**config.mk**
```make
export PLATFORM = sky130hd
export DESIGN_NAME = btau_unit
export DESIGN_NICKNAME = d
export VERILOG_FILES = /design/src/design/btau_pkg.sv /design/src/design/btau_target_calc.sv /design/src/design/btau_unit.sv
export SDC_FILE = /design/constraint.sdc
export NUM_CORES = 1
export LEC_CHECK = 0
export BUFFER_PORTS_ARGS = -buffer_cell sky130_fd_sc_hd__buf_2
export CORE_ASPECT_RATIO = 0.75
export CORE_MARGIN = 8
export CORE_UTILIZATION = 49
export CTS_CLUSTER_DIAMETER = 150
export DETAILED_ROUTE_END_ITERATION = 8
export GPL_TIMING_DRIVEN = 1
export PLACE_DENSITY = 0.78
export SLEW_MARGIN = 20
export SYNTH_ARGS = -nofsm -noshare
export SYNTH_HDL_FRONTEND = slang
export SYNTH_SLANG_ARGS = --single-unit
```
**constraint.sdc**
```tcl
create_clock -name core_clk -period 3.1 [get_ports core_clk]
set_input_delay 0.465 -clock core_clk [delete_from_list [all_inputs] [get_ports core_clk]]
set_output_delay 0.465 -clock core_clk [all_outputs]
set_load 0.02 [all_outputs]
```
**src/design/btau_pkg.sv**
```systemverilog
// branch target address unit package: modes, vector locations and field layouts
// assumes a 16-bit program address space and byte-wide memory reads
package btau_pkg;

  // ---------------------------------------------------------------
  // widths and fixed memory locations
  // ---------------------------------------------------------------
  localparam int unsigned ADDR_W = 16;
  localparam logic [15:0] RESET_VEC_LO = 16'h0000;
  localparam logic [15:0] RESET_VEC_HI = 16'h0001;
  localparam logic [15:0] FIXED_AREA_BASE = 16'h0800;
  localparam logic [15:0] TABLE_BASE = 16'h0040;
  localparam logic [15:0] PC_RESET = 16'h0000;

  // ---------------------------------------------------------------
  // field positions
  // ---------------------------------------------------------------
  localparam int unsigned DISP_SIGN_BIT = 7;
  localparam int unsigned IDX_LSB = 1;
  localparam int unsigned IDX_MSB = 5;
  localparam int unsigned FIXED_W = 11;

  // next-pc selection requested by the decoder
  typedef enum logic [2:0] {
    BTAU_SEQ,
    BTAU_REL,
    BTAU_ABS16,
    BTAU_FIXED,
    BTAU_TABLE,
    BTAU_REGPAIR
  } btau_mode_e;

endpackage

```
**src/design/btau_target_calc.sv**
```systemverilog
// combinational target calculator for non-table branch modes
// assumes the caller supplies the pc already stepped past the instruction
`timescale 1ns/1ns
module btau_target_calc (
  // selection
  input wire btau_pkg::btau_mode_e mode,
  // operands
  input wire logic [15:0] next_instr_addr,
  input wire logic [7:0] relative_displacement,
  input wire logic [15:0] full_target_operand,
  input wire logic [10:0] fixed_area_operand,
  input wire logic [15:0] accumulator_pair,
  // result
  output logic [15:0] target
);

  logic [15:0] disp_ext;

  // sign extension copies bit 7 into all upper bits
  assign disp_ext = {{8{relative_displacement[btau_pkg::DISP_SIGN_BIT]}},
                     relative_displacement}; // [RULE3] [RULE4]

  // select target; adds are 16 bits wide so carry out of bit 15 drops
  always_comb begin
    case (mode)
      btau_pkg::BTAU_REL: target = next_instr_addr + disp_ext; // [RULE2] [RULE13]
      btau_pkg::BTAU_ABS16: target = full_target_operand; // [RULE6]
      btau_pkg::BTAU_FIXED: target = btau_pkg::FIXED_AREA_BASE |
                                     {5'h00, fixed_area_operand}; // [RULE7]
      btau_pkg::BTAU_REGPAIR: target = accumulator_pair; // [RULE9]
      default: target = next_instr_addr;
    endcase
  end

endmodule // btau_target_calc

```
**src/design/btau_unit.sv**
```systemverilog
// branch target address unit: owns the program counter of the core
// assumes decoder pulses instr_valid once per instruction, with operands stable;
// memory answers a read on mem_rd_data within the cycle in which mem_rd_req stands
//
// What this block does
// [RULE1] sequential flow adds instruction byte length to the program counter
// [RULE2] relative branch target is next instruction start plus 8-bit displacement
// [RULE3] displacement is signed two's complement, sign in bit 7, -128..+127
// [RULE4] displacement is sign-extended to 16 bits before the add
// [RULE5] short unconditional and all conditional branches use relative targets
// [RULE6] 16-bit immediate call and jump load the operand directly
// [RULE7] fixed-area call targets lie within 0800h through 0fffh from 11 bits
// [RULE8] table call uses opcode bits 1..5 to pick entry in 40h..7fh
// [RULE9] register jump copies the accumulator pair into the program counter
// [RULE10] program counter is a 16-bit register holding next address
// [RULE11] reset loads program counter from vector bytes at 0000h and 0001h
// [RULE12] vector entries read low byte at even address, high byte next
// [RULE13] relative arithmetic wraps modulo 65536, carry from bit 15 dropped
`timescale 1ns/1ns
module btau_unit (
  // clock and reset
  input wire logic core_clk,
  input wire logic rst_b,
  // decoder request
  input wire logic instr_valid,
  input wire btau_pkg::btau_mode_e mode,
  input wire logic branch_taken,
  input wire logic [2:0] instr_len,
  input wire logic [7:0] relative_displacement,
  input wire logic [15:0] full_target_operand,
  input wire logic [10:0] fixed_area_operand,
  input wire logic [7:0] opcode,
  // register file
  input wire logic [15:0] accumulator_pair,
  // vector memory read port
  output logic mem_rd_req,
  output logic [15:0] mem_rd_addr,
  input wire logic [7:0] mem_rd_data,
  // fetch unit
  output logic [15:0] program_counter,
  output logic pc_valid,
  output logic busy
);

  // ---------------------------------------------------------------
  // state
  // ---------------------------------------------------------------
  typedef enum logic [2:0] {
    ST_VEC_LO,
    ST_VEC_HI,
    ST_VEC_DONE,
    ST_RUN
  } btau_state_e;

  typedef struct packed {
    btau_state_e st;
    logic [15:0] pc;
    logic [15:0] vec_addr;
    logic [7:0] lo_byte;
    logic rd_req;
    logic pc_valid;
    logic busy;
  } btau_regs_s;

  btau_regs_s r_reg;
  btau_regs_s r_next;
  logic [15:0] seq_pc;
  logic [15:0] calc_target;
  logic [15:0] table_addr;
  btau_pkg::btau_mode_e eff_mode;

  // ---------------------------------------------------------------
  // target arithmetic
  // ---------------------------------------------------------------
  // step past the whole instruction; relative targets build on this
  assign seq_pc = r_reg.pc + {13'h0000, instr_len}; // [RULE1]
  // untaken conditional branches fall through to the sequential address
  assign eff_mode = (mode == btau_pkg::BTAU_REL && !branch_taken) ?
                    btau_pkg::BTAU_SEQ : mode; // [RULE5]
  // table entry word address: base + 2*index, bits 1..5 already form 2*index
  assign table_addr = btau_pkg::TABLE_BASE |
                      {10'h000, opcode[btau_pkg::IDX_MSB:btau_pkg::IDX_LSB], 1'b0}; // [RULE8]

  btau_target_calc u_calc (
    .mode(eff_mode),
    .next_instr_addr(seq_pc),
    .relative_displacement(relative_displacement),
    .full_target_operand(full_target_operand),
    .fixed_area_operand(fixed_area_operand),
    .accumulator_pair(accumulator_pair),
    .target(calc_target)
  );

  // ---------------------------------------------------------------
  // next-state logic
  // ---------------------------------------------------------------
  // vector fetch shared by reset and table call; requests ignored while busy
  always_comb begin
    r_next = r_reg;
    r_next.rd_req = 1'b0;
    r_next.pc_valid = 1'b0;
    case (r_reg.st)
      ST_VEC_LO: begin
        r_next.rd_req = 1'b1;
        r_next.st = ST_VEC_HI;
      end
      ST_VEC_HI: begin
        r_next.lo_byte = mem_rd_data; // low byte at even address [RULE12]
        r_next.vec_addr = r_reg.vec_addr + 16'h0001;
        r_next.rd_req = 1'b1;
        r_next.st = ST_VEC_DONE;
      end
      ST_VEC_DONE: begin
        r_next.pc = {mem_rd_data, r_reg.lo_byte}; // [RULE8] [RULE11] [RULE12]
        r_next.pc_valid = 1'b1;
        r_next.busy = 1'b0;
        r_next.st = ST_RUN;
      end
      ST_RUN: begin
        if (instr_valid) begin
          if (mode == btau_pkg::BTAU_TABLE) begin
            r_next.vec_addr = table_addr; // [RULE8]
            r_next.busy = 1'b1;
            r_next.st = ST_VEC_LO;
          end else begin
            r_next.pc = calc_target; // [RULE10]
            r_next.pc_valid = 1'b1;
          end
        end
      end
      default: r_next.st = ST_RUN;
    endcase
  end

  // ---------------------------------------------------------------
  // registers
  // ---------------------------------------------------------------
  // reset starts the vector fetch from the reset vector location
  always_ff @(posedge core_clk) begin
    if (!rst_b) begin
      r_reg.st <= ST_VEC_LO;
      r_reg.pc <= btau_pkg::PC_RESET;
      r_reg.vec_addr <= btau_pkg::RESET_VEC_LO; // [RULE11]
      r_reg.lo_byte <= 8'h00;
      r_reg.rd_req <= 1'b0;
      r_reg.pc_valid <= 1'b0;
      r_reg.busy <= 1'b1;
    end else begin
      r_reg <= r_next;
    end
  end

  assign mem_rd_req = r_reg.rd_req;
  assign mem_rd_addr = r_reg.vec_addr;
  assign program_counter = r_reg.pc;
  assign pc_valid = r_reg.pc_valid;
  assign busy = r_reg.busy;

  // ---------------------------------------------------------------
  // checks
  // ---------------------------------------------------------------
  seq_step_a: assert property (@(posedge core_clk) disable iff (!rst_b) // [RULE1]
    (r_reg.st == ST_RUN && instr_valid && mode == btau_pkg::BTAU_SEQ) |=>
    program_counter == $past(program_counter) + {13'h0000, $past(instr_len)})
    else $error("sequential step wrong");

  rel_target_a: assert property (@(posedge core_clk) disable iff (!rst_b) // [RULE2]
    (r_reg.st == ST_RUN && instr_valid && mode == btau_pkg::BTAU_REL && branch_taken) |=>
    program_counter == 16'($past(program_counter) + {13'h0000, $past(instr_len)}
      + {{8{$past(relative_displacement[7])}}, $past(relative_displacement)}))
    else $error("relative target wrong");

  rel_untaken_a: assert property (@(posedge core_clk) disable iff (!rst_b) // [RULE5]
    (r_reg.st == ST_RUN && instr_valid && mode == btau_pkg::BTAU_REL && !branch_taken) |=>
    program_counter == $past(program_counter) + {13'h0000, $past(instr_len)})
    else $error("untaken branch moved pc");

  abs_load_a: assert property (@(posedge core_clk) disable iff (!rst_b) // [RULE6]
    (r_reg.st == ST_RUN && instr_valid && mode == btau_pkg::BTAU_ABS16) |=>
    program_counter == $past(full_target_operand))
    else $error("absolute target wrong");

  fixed_area_a: assert property (@(posedge core_clk) disable iff (!rst_b) // [RULE7]
    (r_reg.st == ST_RUN && instr_valid && mode == btau_pkg::BTAU_FIXED) |=>
    program_counter[15:11] == 5'h01 && program_counter[10:0] == $past(fixed_area_operand))
    else $error("fixed area target wrong");

  regpair_load_a: assert property (@(posedge core_clk) disable iff (!rst_b) // [RULE9]
    (r_reg.st == ST_RUN && instr_valid && mode == btau_pkg::BTAU_REGPAIR) |=>
    program_counter == $past(accumulator_pair))
    else $error("register jump target wrong");

  table_fetch_a: assert property (@(posedge core_clk) disable iff (!rst_b) // [RULE8]
    (r_reg.st == ST_RUN && instr_valid && mode == btau_pkg::BTAU_TABLE) |=>
    ##1 mem_rd_req && mem_rd_addr[15:7] == 9'h000 && mem_rd_addr[6] && !mem_rd_addr[0]
    ##1 mem_rd_req ##1 pc_valid)
    else $error("table fetch sequence wrong");

  vec_pair_a: assert property (@(posedge core_clk) disable iff (!rst_b) // [RULE12]
    (r_reg.st == ST_VEC_DONE) |=>
    program_counter == {$past(mem_rd_data), $past(mem_rd_data, 2)})
    else $error("vector byte order wrong");

  reset_vec_a: assert property (@(posedge core_clk) // [RULE11]
    $rose(rst_b) |-> mem_rd_addr == btau_pkg::RESET_VEC_LO ##1 mem_rd_req
    ##1 mem_rd_req && mem_rd_addr == btau_pkg::RESET_VEC_HI ##1 pc_valid)
    else $error("reset vector fetch wrong");

endmodule // btau_unit

```
==> impl_metrics.tcl, run 1 <==
set metrics [dict create \
    syn_area_per_cell_um2 7.61 \
    synth-edff-count 0 \
    worstSetupPathType "register to register" \
    ff_latch_area_um2 907 \
    post-dp-hpwl_um 10500 \
    synth_nets 640 \
    grt_pass1_vias 4205 \
    synth-compound-area-share_pct 28.1 \
    maxSlewViolCount 0 \
    synth.largest_area_cell "dfxtp_1" \
    nNetsFinal 755 \
    clock_sinks 45 \
    dpl_worst_slack_ps -371 \
    cp.arrival_ps 3370 \
    r2r-start "program_counter[2]$_SDFFE_PN0P_" \
    grt-ovfl-total 0 \
    clk_latency_ps 300 \
    initial_core_util_pct 49.5 \
    synth-adder-area-share_pct 8.00 \
    synth-main-ff-cell "dfxtp_1" \
    postLayoutCoreUtil_pct 63.0 \
    ys_top_cells_by_area "dfxtp_1 (22%), ha_1 (7.0%), a21oi_1 (6.7%), buf_4 (5.9%), nor2_1 (4.9%)" \
    root_buffer "clkbuf_8" \
    synth-simple-area-share_pct 21.8 \
    ys_seq_elements 45 \
    drt_iter0_drc 402 \
    cts_buffers 5 \
    critPathLaunchType "register" \
    fillers 720 \
    portBuffers 108 \
    num_rows 29 \
    core_region_area_um2 8270 \
    firstDrtPassIters 5 \
    outcome "finished with violations" \
    fmax_mhz 318 \
    postSynthCellCount 538 \
    grt_pass1_wl_um 20800 \
    critPathRequiredTime_ps 3320 \
    setup_slack_ps -44.5 \
    cp_max_fo 8 \
    p_per_area_nw_per_um2 614 \
    place.gp.congestion 0.854 \
    syn_to_final_growth_pct 27.2 \
    synth_top_area_share_pct 22.0 \
    insertedDiodeCount 0 \
    yosysMostFrequentCell "a21oi_1" \
    dr_total_vias 4475 \
    die_w_um 122 \
    avgViaCountPerCell 5.87 \
    period_minus_slack_ps 3140 \
    drc 0 \
    drtAntennaViolNets 0 \
    synth.area.mux_share_pct 3.45 \
    min_path_type "input pin to register" \
    hold_violations 0 \
    routed_wl_um 13500 \
    die_area_um2 11600 \
    setup_viol_count_final 1 \
    cts_tree "done" \
    cts_buffer_depth 2 \
    syn_area_um2 4100 \
    grt_max_degree 26 \
    max_slew_margin_pct 47.8 \
    irDropWorstVdd_uv 388 \
    violations "negative setup slack" \
    cp-startpoint "program_counter[2]$_SDFFE_PN0P_" \
    hold_ws_ps 431 \
    leakage_nw 2.35 \
    ys_seq_area_share_pct 22.0 \
    path_clk_slew_ps 100 \
    fp.dieH_um 95.2 \
    hold_path_startpoint "mem_rd_data[2]" \
    ys_top_cells_by_count "a21oi_1 (55), nor2_1 (54), dfxtp_1 (45), nand2_1 (40), buf_4 (32)" \
    worstSetupEndpointType "register" \
    h-tree-depth 2 \
    rsz0062_at_grt "yes" \
    skew_ps 13.8 \
    ys_warn_count 0 \
    synth_top_family_by_area "compound AO/OA/AOI/OAI gates" \
    wl_per_cell_um 17.7 \
    ioPinCount 112 \
    ys_types 70 \
    worst_pin_slew_ps 778 \
    post-route-period-util_pct 101 \
    drive_above_1_share_pct 33.9 \
    drv_cap 0 \
    antenna_found_initial 0 \
    synth_xor_area_share_pct 5.99 \
    ys_async_sr_fraction_pct 0 \
    multiInputGateArea_um2 3020 \
    grtUsageTotal_pct 22.2 \
]
==> final timing paths <==
path,slack [ps],cells past startpoint,endpoint
setup / recovery,-40,13,program_counter[11]$_SDFFE_PN0P_
hold / removal,430,3,r_reg[5]$_SDFFE_PN0P_
setup reg to reg,-40,13,program_counter[11]$_SDFFE_PN0P_
hold reg to reg,480,1,busy$_SDFFE_PN1P_
==> report_power, final <==
part,internal [W],switching [W]
combinational,0.000883,0.00111
clock,0.000159,0.000212
sequential,0.000708,0.000133
==> cells in the final DEF (no fill, tap or decap), types with 6 or more instances in the layout <==
| cell type | n |
|---|---|
| buf_2 | 108 |
| buf_4 | 55 |
| nor2_1 | 54 |
| a21oi_1 | 47 |
| dfxtp_1 | 42 |
| nand2_1 | 38 |
| o21ai_0 | 25 |
| inv_1 | 19 |
| xnor2_1 | 19 |
| ha_1 | 18 |
| nand3_1 | 16 |
| mux2i_1 | 13 |
| and3_1 | 11 |
| a21o_1 | 9 |
| a21oi_2 | 8 |
| a211oi_1 | 8 |
| nor3_1 | 8 |
| or3_1 | 7 |
| a31oi_1 | 7 |
| o21a_1 | 7 |
| a22oi_1 | 6 |
| o22ai_1 | 6 |
==> final cells by class <==
| class | count | area share (%) |
|---|---|---|
| tap | 108 | 2.59 |
| clock inverter | 2 | 0.288 |
| timing repair buffer | 166 | 18.9 |
| sequential | 45 | 17.4 |
| multi-input combinational | 415 | 57.9 |
| clock buffer | 6 | 1.39 |
| inverter | 20 | 1.44 |
==> timing repair <==
item	4_1_cts	5_1_grt
endpoints found under the setup margin	6	9
pin swaps	7	19
resized for setup	11	39
hold buffers	0	0
buffers inserted	2	6
==> metal layers <==
layer  GRT usage, %  vias up  wire (µm)
li1               -     2173          -
met1           30.6     2122       5970
met2           36.0      168       6360
met3           3.61       12       1030
met4           4.71        0        155
met5              0        -          0
==> cells by family (layout without fill, tap and decap cells) <==
group,after synthesis,after routing
mux,14,14
fa+ha+maj,25,25
flops,45,45
xor+xnor,28,28
compound gates,177,177
simple gates,171,171
buf+inv,78,194
==> worst max-delay path, cell delays in order, from the launching register on <==
cell and delay [ps]:
dfxtp_2 350, ha_4 280, o211ai_1 130, buf_4 200
nor3_4 260, nand4_1 270, xnor2_2 230, ha_1 330
buf_6 150, or3_1 390, nor3_2 150, nor4_2 80
buf_4 150, o22ai_2 80
==> through the flow <==
step	instances	instance area, µm²	TNS [ps]	total power [W]
floorplan	538	4110	0	0.00205
global placement	746	4800	-1930	0.00253
detailed placement	746	4800	-2430	0.00260
CTS	756	4960	-3.63	0.00303
global route	762	5210	-408	0.00343
finish	762	5210	-44.5	0.00320
(Power assumes the default switching activity.)
==> inputs of run 2 (changes only) <==
SETUP_SLACK_MARGIN = 0.4   (was default)
==> run 2 against run 1 <==
Against the previous run: the run now ends clean; via count grew 2.4%; wire length grew 4.3%; sequential power shrank 0.6%; highest routed layer unchanged; sequential cell count is the same; global-route usage grew 0.58 points; first-iteration DRC count grew 16%; cell area grew 6.5%; combinational power grew 14%; total power grew 9.2%; clock power grew 4%.
==> impl_metrics.tcl, run 2 (synthesis gave the netlist of run 1 again) <==
set metrics [dict create \
    critPathLaunchType "register" \
    drt_iter0_drc 465 \
    skew_ps 8.68 \
    drc 0 \
    max_slew_margin_pct 51.4 \
    hold_violations 0 \
    rsz0062_at_grt "yes" \
    outcome "completed" \
    p_seq_share_pct 23.9 \
    initial_core_util_pct 49.5 \
    fillers 656 \
    die_area_um2 11600 \
    internal-power_w 0.00191 \
    finalSetupTns_ps 0 \
    worst_pin_slew_ps 724 \
    path_clk_slew_ps 90 \
    h-tree-depth 2 \
    avgViaCountPerCell 5.90 \
    insertedDiodeCount 0 \
    cpMaxStageDelayCell "fa_2" \
    clock_sinks 45 \
    grtUsageMet1_pct 30.6 \
    routed_wl_um 14100 \
    r2r_cells 14 \
    cts_buffer_depth 2 \
    leakage_nw 2.49 \
    final_cell_mix "buf_2 (108), buf_4 (63), nor2_1 (54)" \
    firstDrtPassIters 5 \
    nNetsFinal 770 \
    period_minus_slack_ps 2990 \
    drv_cap 0 \
    p_per_area_nw_per_um2 630 \
    whs_path_depth 3 \
    irDropWorstVdd_uv 342 \
    sw_frac_of_total_pct 45.3 \
    antenna_found_initial 0 \
    drive_above_1_share_pct 38.1 \
    place.gp.congestion 0.895 \
    worstSetupPathType "register to register" \
    switchingPower_w 0.00158 \
    dr_total_vias 4584 \
    grt_pass1_wl_um 21500 \
    multiInputGateArea_um2 3210 \
    root_buffer "clkbuf_8" \
    core_region_area_um2 8270 \
    fp.dieH_um 95.2 \
    post-route-period-util_pct 96.3 \
    critPathRequiredTime_ps 3330 \
    cts_tree "done" \
    die_w_um 122 \
    grt-ovfl-total 0 \
    grt_pass1_vias 4305 \
    clkPwrFrac_pct 11.0 \
    drtAntennaViolNets 0 \
    setup_viol_count_final 0 \
    wl_per_cell_um 18.1 \
    cp_cell_sequence "ha_4 -> fa_2 -> a21oi_4 -> nand2b_4 -> xnor2_4 -> ha_4 -> a21o_1 -> o21bai_4 -> a31oi_4 -> buf_4 -> buf_6 -> xnor2_2 -> a21oi_2 -> a211oi_2" \
    crit_top_cell "ha_4" \
    place_inst 752 \
    worstSetupEndpointType "register" \
    maxSlewViolCount 0 \
    post-dp-hpwl_um 10400 \
    gr-usage-met3_pct 3.49 \
    num_rows 29 \
    ioPinCount 112 \
    fmax_mhz 335 \
    portBuffers 108 \
    place_area_um2 4920 \
    syn_to_final_growth_pct 35.5 \
    grtUsageTotal_pct 22.8 \
    ff_latch_area_um2 907 \
    top_usage_layer "met2" \
    max_stage_delay_ps 370 \
    final_cells 777 \
    clk_latency_ps 310 \
    min_path_type "input pin to register" \
    p_comb_share_pct 65.1 \
    cp_max_fo 6 \
    layout_commonest_cell "buf_2" \
    grt_max_degree 26 \
    hold_buffers 0 \
    met2_usage_pct 37.3 \
    cp.arrival_ps 3220 \
    cts_buffers 5 \
    postLayoutCellArea_um2 5550 \
]
==> run 2: what timing repair did <==
action | in CTS | in global routing
hold endpoints to repair | 0 | 0
setup endpoints to repair | 13 | 15
gates resized for setup | 37 | 36
setup buffers | 12 | 5
pin swaps | 27 | 33
==> run 2: area by class of cell <==
type | instances | share of cell area (%)
clock buffer | 5 | 1.24
timing repair buffer | 181 | 20.5
inverter | 20 | 1.35
sequential | 45 | 16.3
clock inverter | 3 | 0.383
tap | 108 | 2.44
multi-input combinational | 415 | 57.8
==> run 2: path summary, 6_finish.rpt <==
check,startpoint,endpoint,slack (ps)
worst min register to register,busy$_SDFFE_PN1P_,busy$_SDFFE_PN1P_,480
worst min-delay path,mem_rd_data[7],r_reg[10]$_SDFFE_PN0P_,420
worst max-delay path,program_counter[0]$_SDFFE_PN0P_,program_counter[7]$_SDFFE_PN0P_,110
worst max register to register,program_counter[0]$_SDFFE_PN0P_,program_counter[7]$_SDFFE_PN0P_,110
==> run 2: stage by stage <==
stage	util, %	setup slack [ps]	hold slack [ps]	power (W)
after global routing	67.1	-1.16	420	0.00372
after floorplan	-	178	455	0.00210
after CTS	64.4	155	415	0.00326
after global placement	59.5	-188	458	0.00261
final	67.1	114	423	0.00350
after detailed placement	59.5	-236	463	0.00267
==> run 2: routing by layer <==
metal	part of all wire, %	vias up
li1	-	2197
met1	42	2146
met2	48	210
met3	7.7	31
met4	2.4	0
met5	0	-
==> run 2: worst max-delay path: cells and delay by family (launching register included) <==
family,cells,cell delay (ps)
AOI/OAI and AO/OA,6,1110
adders and majority gates,3,760
DFF,1,350
buffers and inverters,2,260
xor gates and xnor gates,2,250
and+or+nand+nor,1,180
==> run 2: power by group through the flow <==
| stage | clock, W | sequential, W | combinational (W) |
|---|---|---|---|
| floorplan | 0 | 0.000848 | 0.00125 |
| global placement | 0 | 0.000832 | 0.00178 |
| detailed placement | 0 | 0.000841 | 0.00183 |
| CTS | 0.000386 | 0.000829 | 0.00204 |
| global route | 0.000415 | 0.000852 | 0.00245 |
| finish | 0.000386 | 0.000836 | 0.00227 |
==> inputs of run 3 (changes only) <==
RECOVER_POWER = 50   (was default)
==> run 3 against run 2 <==
Against the previous run: worst hold slack barely moved; global-route usage is the same; count of clock-buffer cells in the layout stayed put; cell count is the same; clock skew up 3.4 ps; sequential cell count stayed put; sequential power is essentially flat; cell area fell by 0.72%; critical endpoint is now program_counter[15]$_SDFFE_PN0P_.
==> impl_metrics.tcl, run 3 (synthesis gave the netlist of run 1 again) <==
set metrics [dict create \
    grt_max_degree 26 \
    cts_tree "done" \
    nNetsFinal 770 \
    firstDrtPassIters 7 \
    period_minus_slack_ps 2990 \
    post-route-period-util_pct 96.6 \
    num_rows 29 \
    critPathLaunchType "register" \
    clk_latency_ps 310 \
    grt-ovfl-total 0 \
    finalSetupTns_ps 0 \
    final_cell_mix "buf_2 (79), buf_4 (62), nor2_1 (54)" \
    worst_pin_slew_ps 722 \
    r2r_cells 13 \
    worstSetupPathType "register to register" \
    root_buffer "clkbuf_8" \
    initial_core_util_pct 49.5 \
    worstSetupEndpointType "register" \
    grt_pass1_vias 4305 \
    grt_pass1_wl_um 21500 \
    die_w_um 122 \
    final_cells 777 \
    cts_buffer_depth 2 \
    fmax_mhz 334 \
    portBuffers 108 \
    wl_per_cell_um 18.2 \
    leakage_nw 2.36 \
    insertedDiodeCount 0 \
    p_per_area_nw_per_um2 631 \
    setup_viol_count_final 0 \
    antenna_found_initial 0 \
    ff_latch_area_um2 907 \
    cp.arrival_ps 3190 \
    maxSlewViolCount 0 \
    core_region_area_um2 8270 \
    critPathRequiredTime_ps 3290 \
    skew_ps 12.1 \
    ioPinCount 112 \
    cts_buffers 5 \
    hold_violations 0 \
    clock_sinks 45 \
    routed_wl_um 14100 \
    avgViaCountPerCell 5.97 \
    drtAntennaViolNets 0 \
    multiInputGateArea_um2 3210 \
    hold_buffers 0 \
    drive_above_1_share_pct 33.6 \
    die_area_um2 11600 \
    path_clk_slew_ps 100 \
    drc 0 \
    fp.dieH_um 95.2 \
    outcome "completed" \
    fillers 670 \
    place_inst 752 \
    power.total_w 0.00348 \
    dr_total_vias 4637 \
    place.gp.congestion 0.895 \
    irDropWorstVdd_uv 329 \
    syn_to_final_growth_pct 34.5 \
    layout_commonest_cell "buf_2" \
    h-tree-depth 2 \
    min_path_type "input pin to register" \
    post-dp-hpwl_um 10400 \
    max_slew_margin_pct 51.5 \
    grtUsageTotal_pct 22.8 \
    drv_cap 0 \
    cp_max_fo 3 \
    drt_iter0_drc 435 \
    rsz0062_at_grt "yes" \
    whs_path_depth 3 \
]
[run 3: changes by cell type in the layout (fill, tap and decap cells not counted)]
| cell | change |
|---|---|
| buf_2 | -29 |
| buf_4 | -1 |
| clkbuf_1 | +30 |
[run 3: what timing repair did]
| item | CTS | global route |
|---|---|---|
| buffers inserted | 12 | 5 |
| setup endpoints to repair | 13 | 15 |
| resized for setup | 37 | 36 |
| pin swaps | 27 | 33 |
[run 3: worst paths after layout]
path	startpoint	endpoint	slack (ps)
setup / recovery	program_counter[1]$_SDFFE_PN0P_	program_counter[15]$_SDFFE_PN0P_	110
setup reg to reg	program_counter[1]$_SDFFE_PN0P_	program_counter[15]$_SDFFE_PN0P_	110
hold reg to reg	busy$_SDFFE_PN1P_	busy$_SDFFE_PN1P_	480
hold / removal	mem_rd_data[4]	r_reg[7]$_SDFFE_PN0P_	420
[run 3: worst max-delay path, stage by stage, from the launching register on]
cell and delay [ps]:
dfxtp_4 380, ha_4 270, a211oi_2 70, buf_4 150, buf_6 120, nor3_4 200
nand4_1 240, xnor2_2 200, ha_1 320, and3_4 220, a311oi_4 300, o41ai_4 160
xnor2_1 170, o21ai_1 70
[run 3: cell type report]
type                            instances  area share, %
Clock buffer                            5           1.25
Clock inverter                          3          0.386
Inverter                               20           1.36
Multi-Input combinational cell        415           58.2
Sequential cell                        45           16.5
Tap cell                              108           2.45
Timing Repair Buffer                  181           19.9
[run 3: power by group]
group / switching [W] / total (W) / internal, W
sequential: 0.000129 / 0.000837 / 0.000708
combinational: 0.00123 / 0.00225 / 0.00102
clock: 0.000229 / 0.000390 / 0.000161
total: 0.00159 / 0.00348 / 0.00188
[run 3: routing by layer]
metal | GRT usage (%) | wire length, µm | vias to the layer above
met1 | 30.6 | 5970 | 2188
met2 | 37.3 | 6710 | 223
li1 | - | - | 2195
met4 | 6.55 | 353 | 0
met5 | 0 | 0 | -
met3 | 3.49 | 1110 | 31
[run 3: metrics by stage]
| stage | utilization, % | area (µm²) | hold WS [ps] | setup WS [ps] |
|---|---|---|---|---|
| floorplan | - | 4190 | 455 | 178 |
| global placement | 59.5 | 4920 | 458 | -188 |
| detailed placement | 59.5 | 4920 | 463 | -236 |
| CTS | 64.4 | 5330 | 415 | 155 |
| global route | 66.6 | 5510 | 420 | -1.16 |
| finish | 66.6 | 5510 | 422 | 106 |
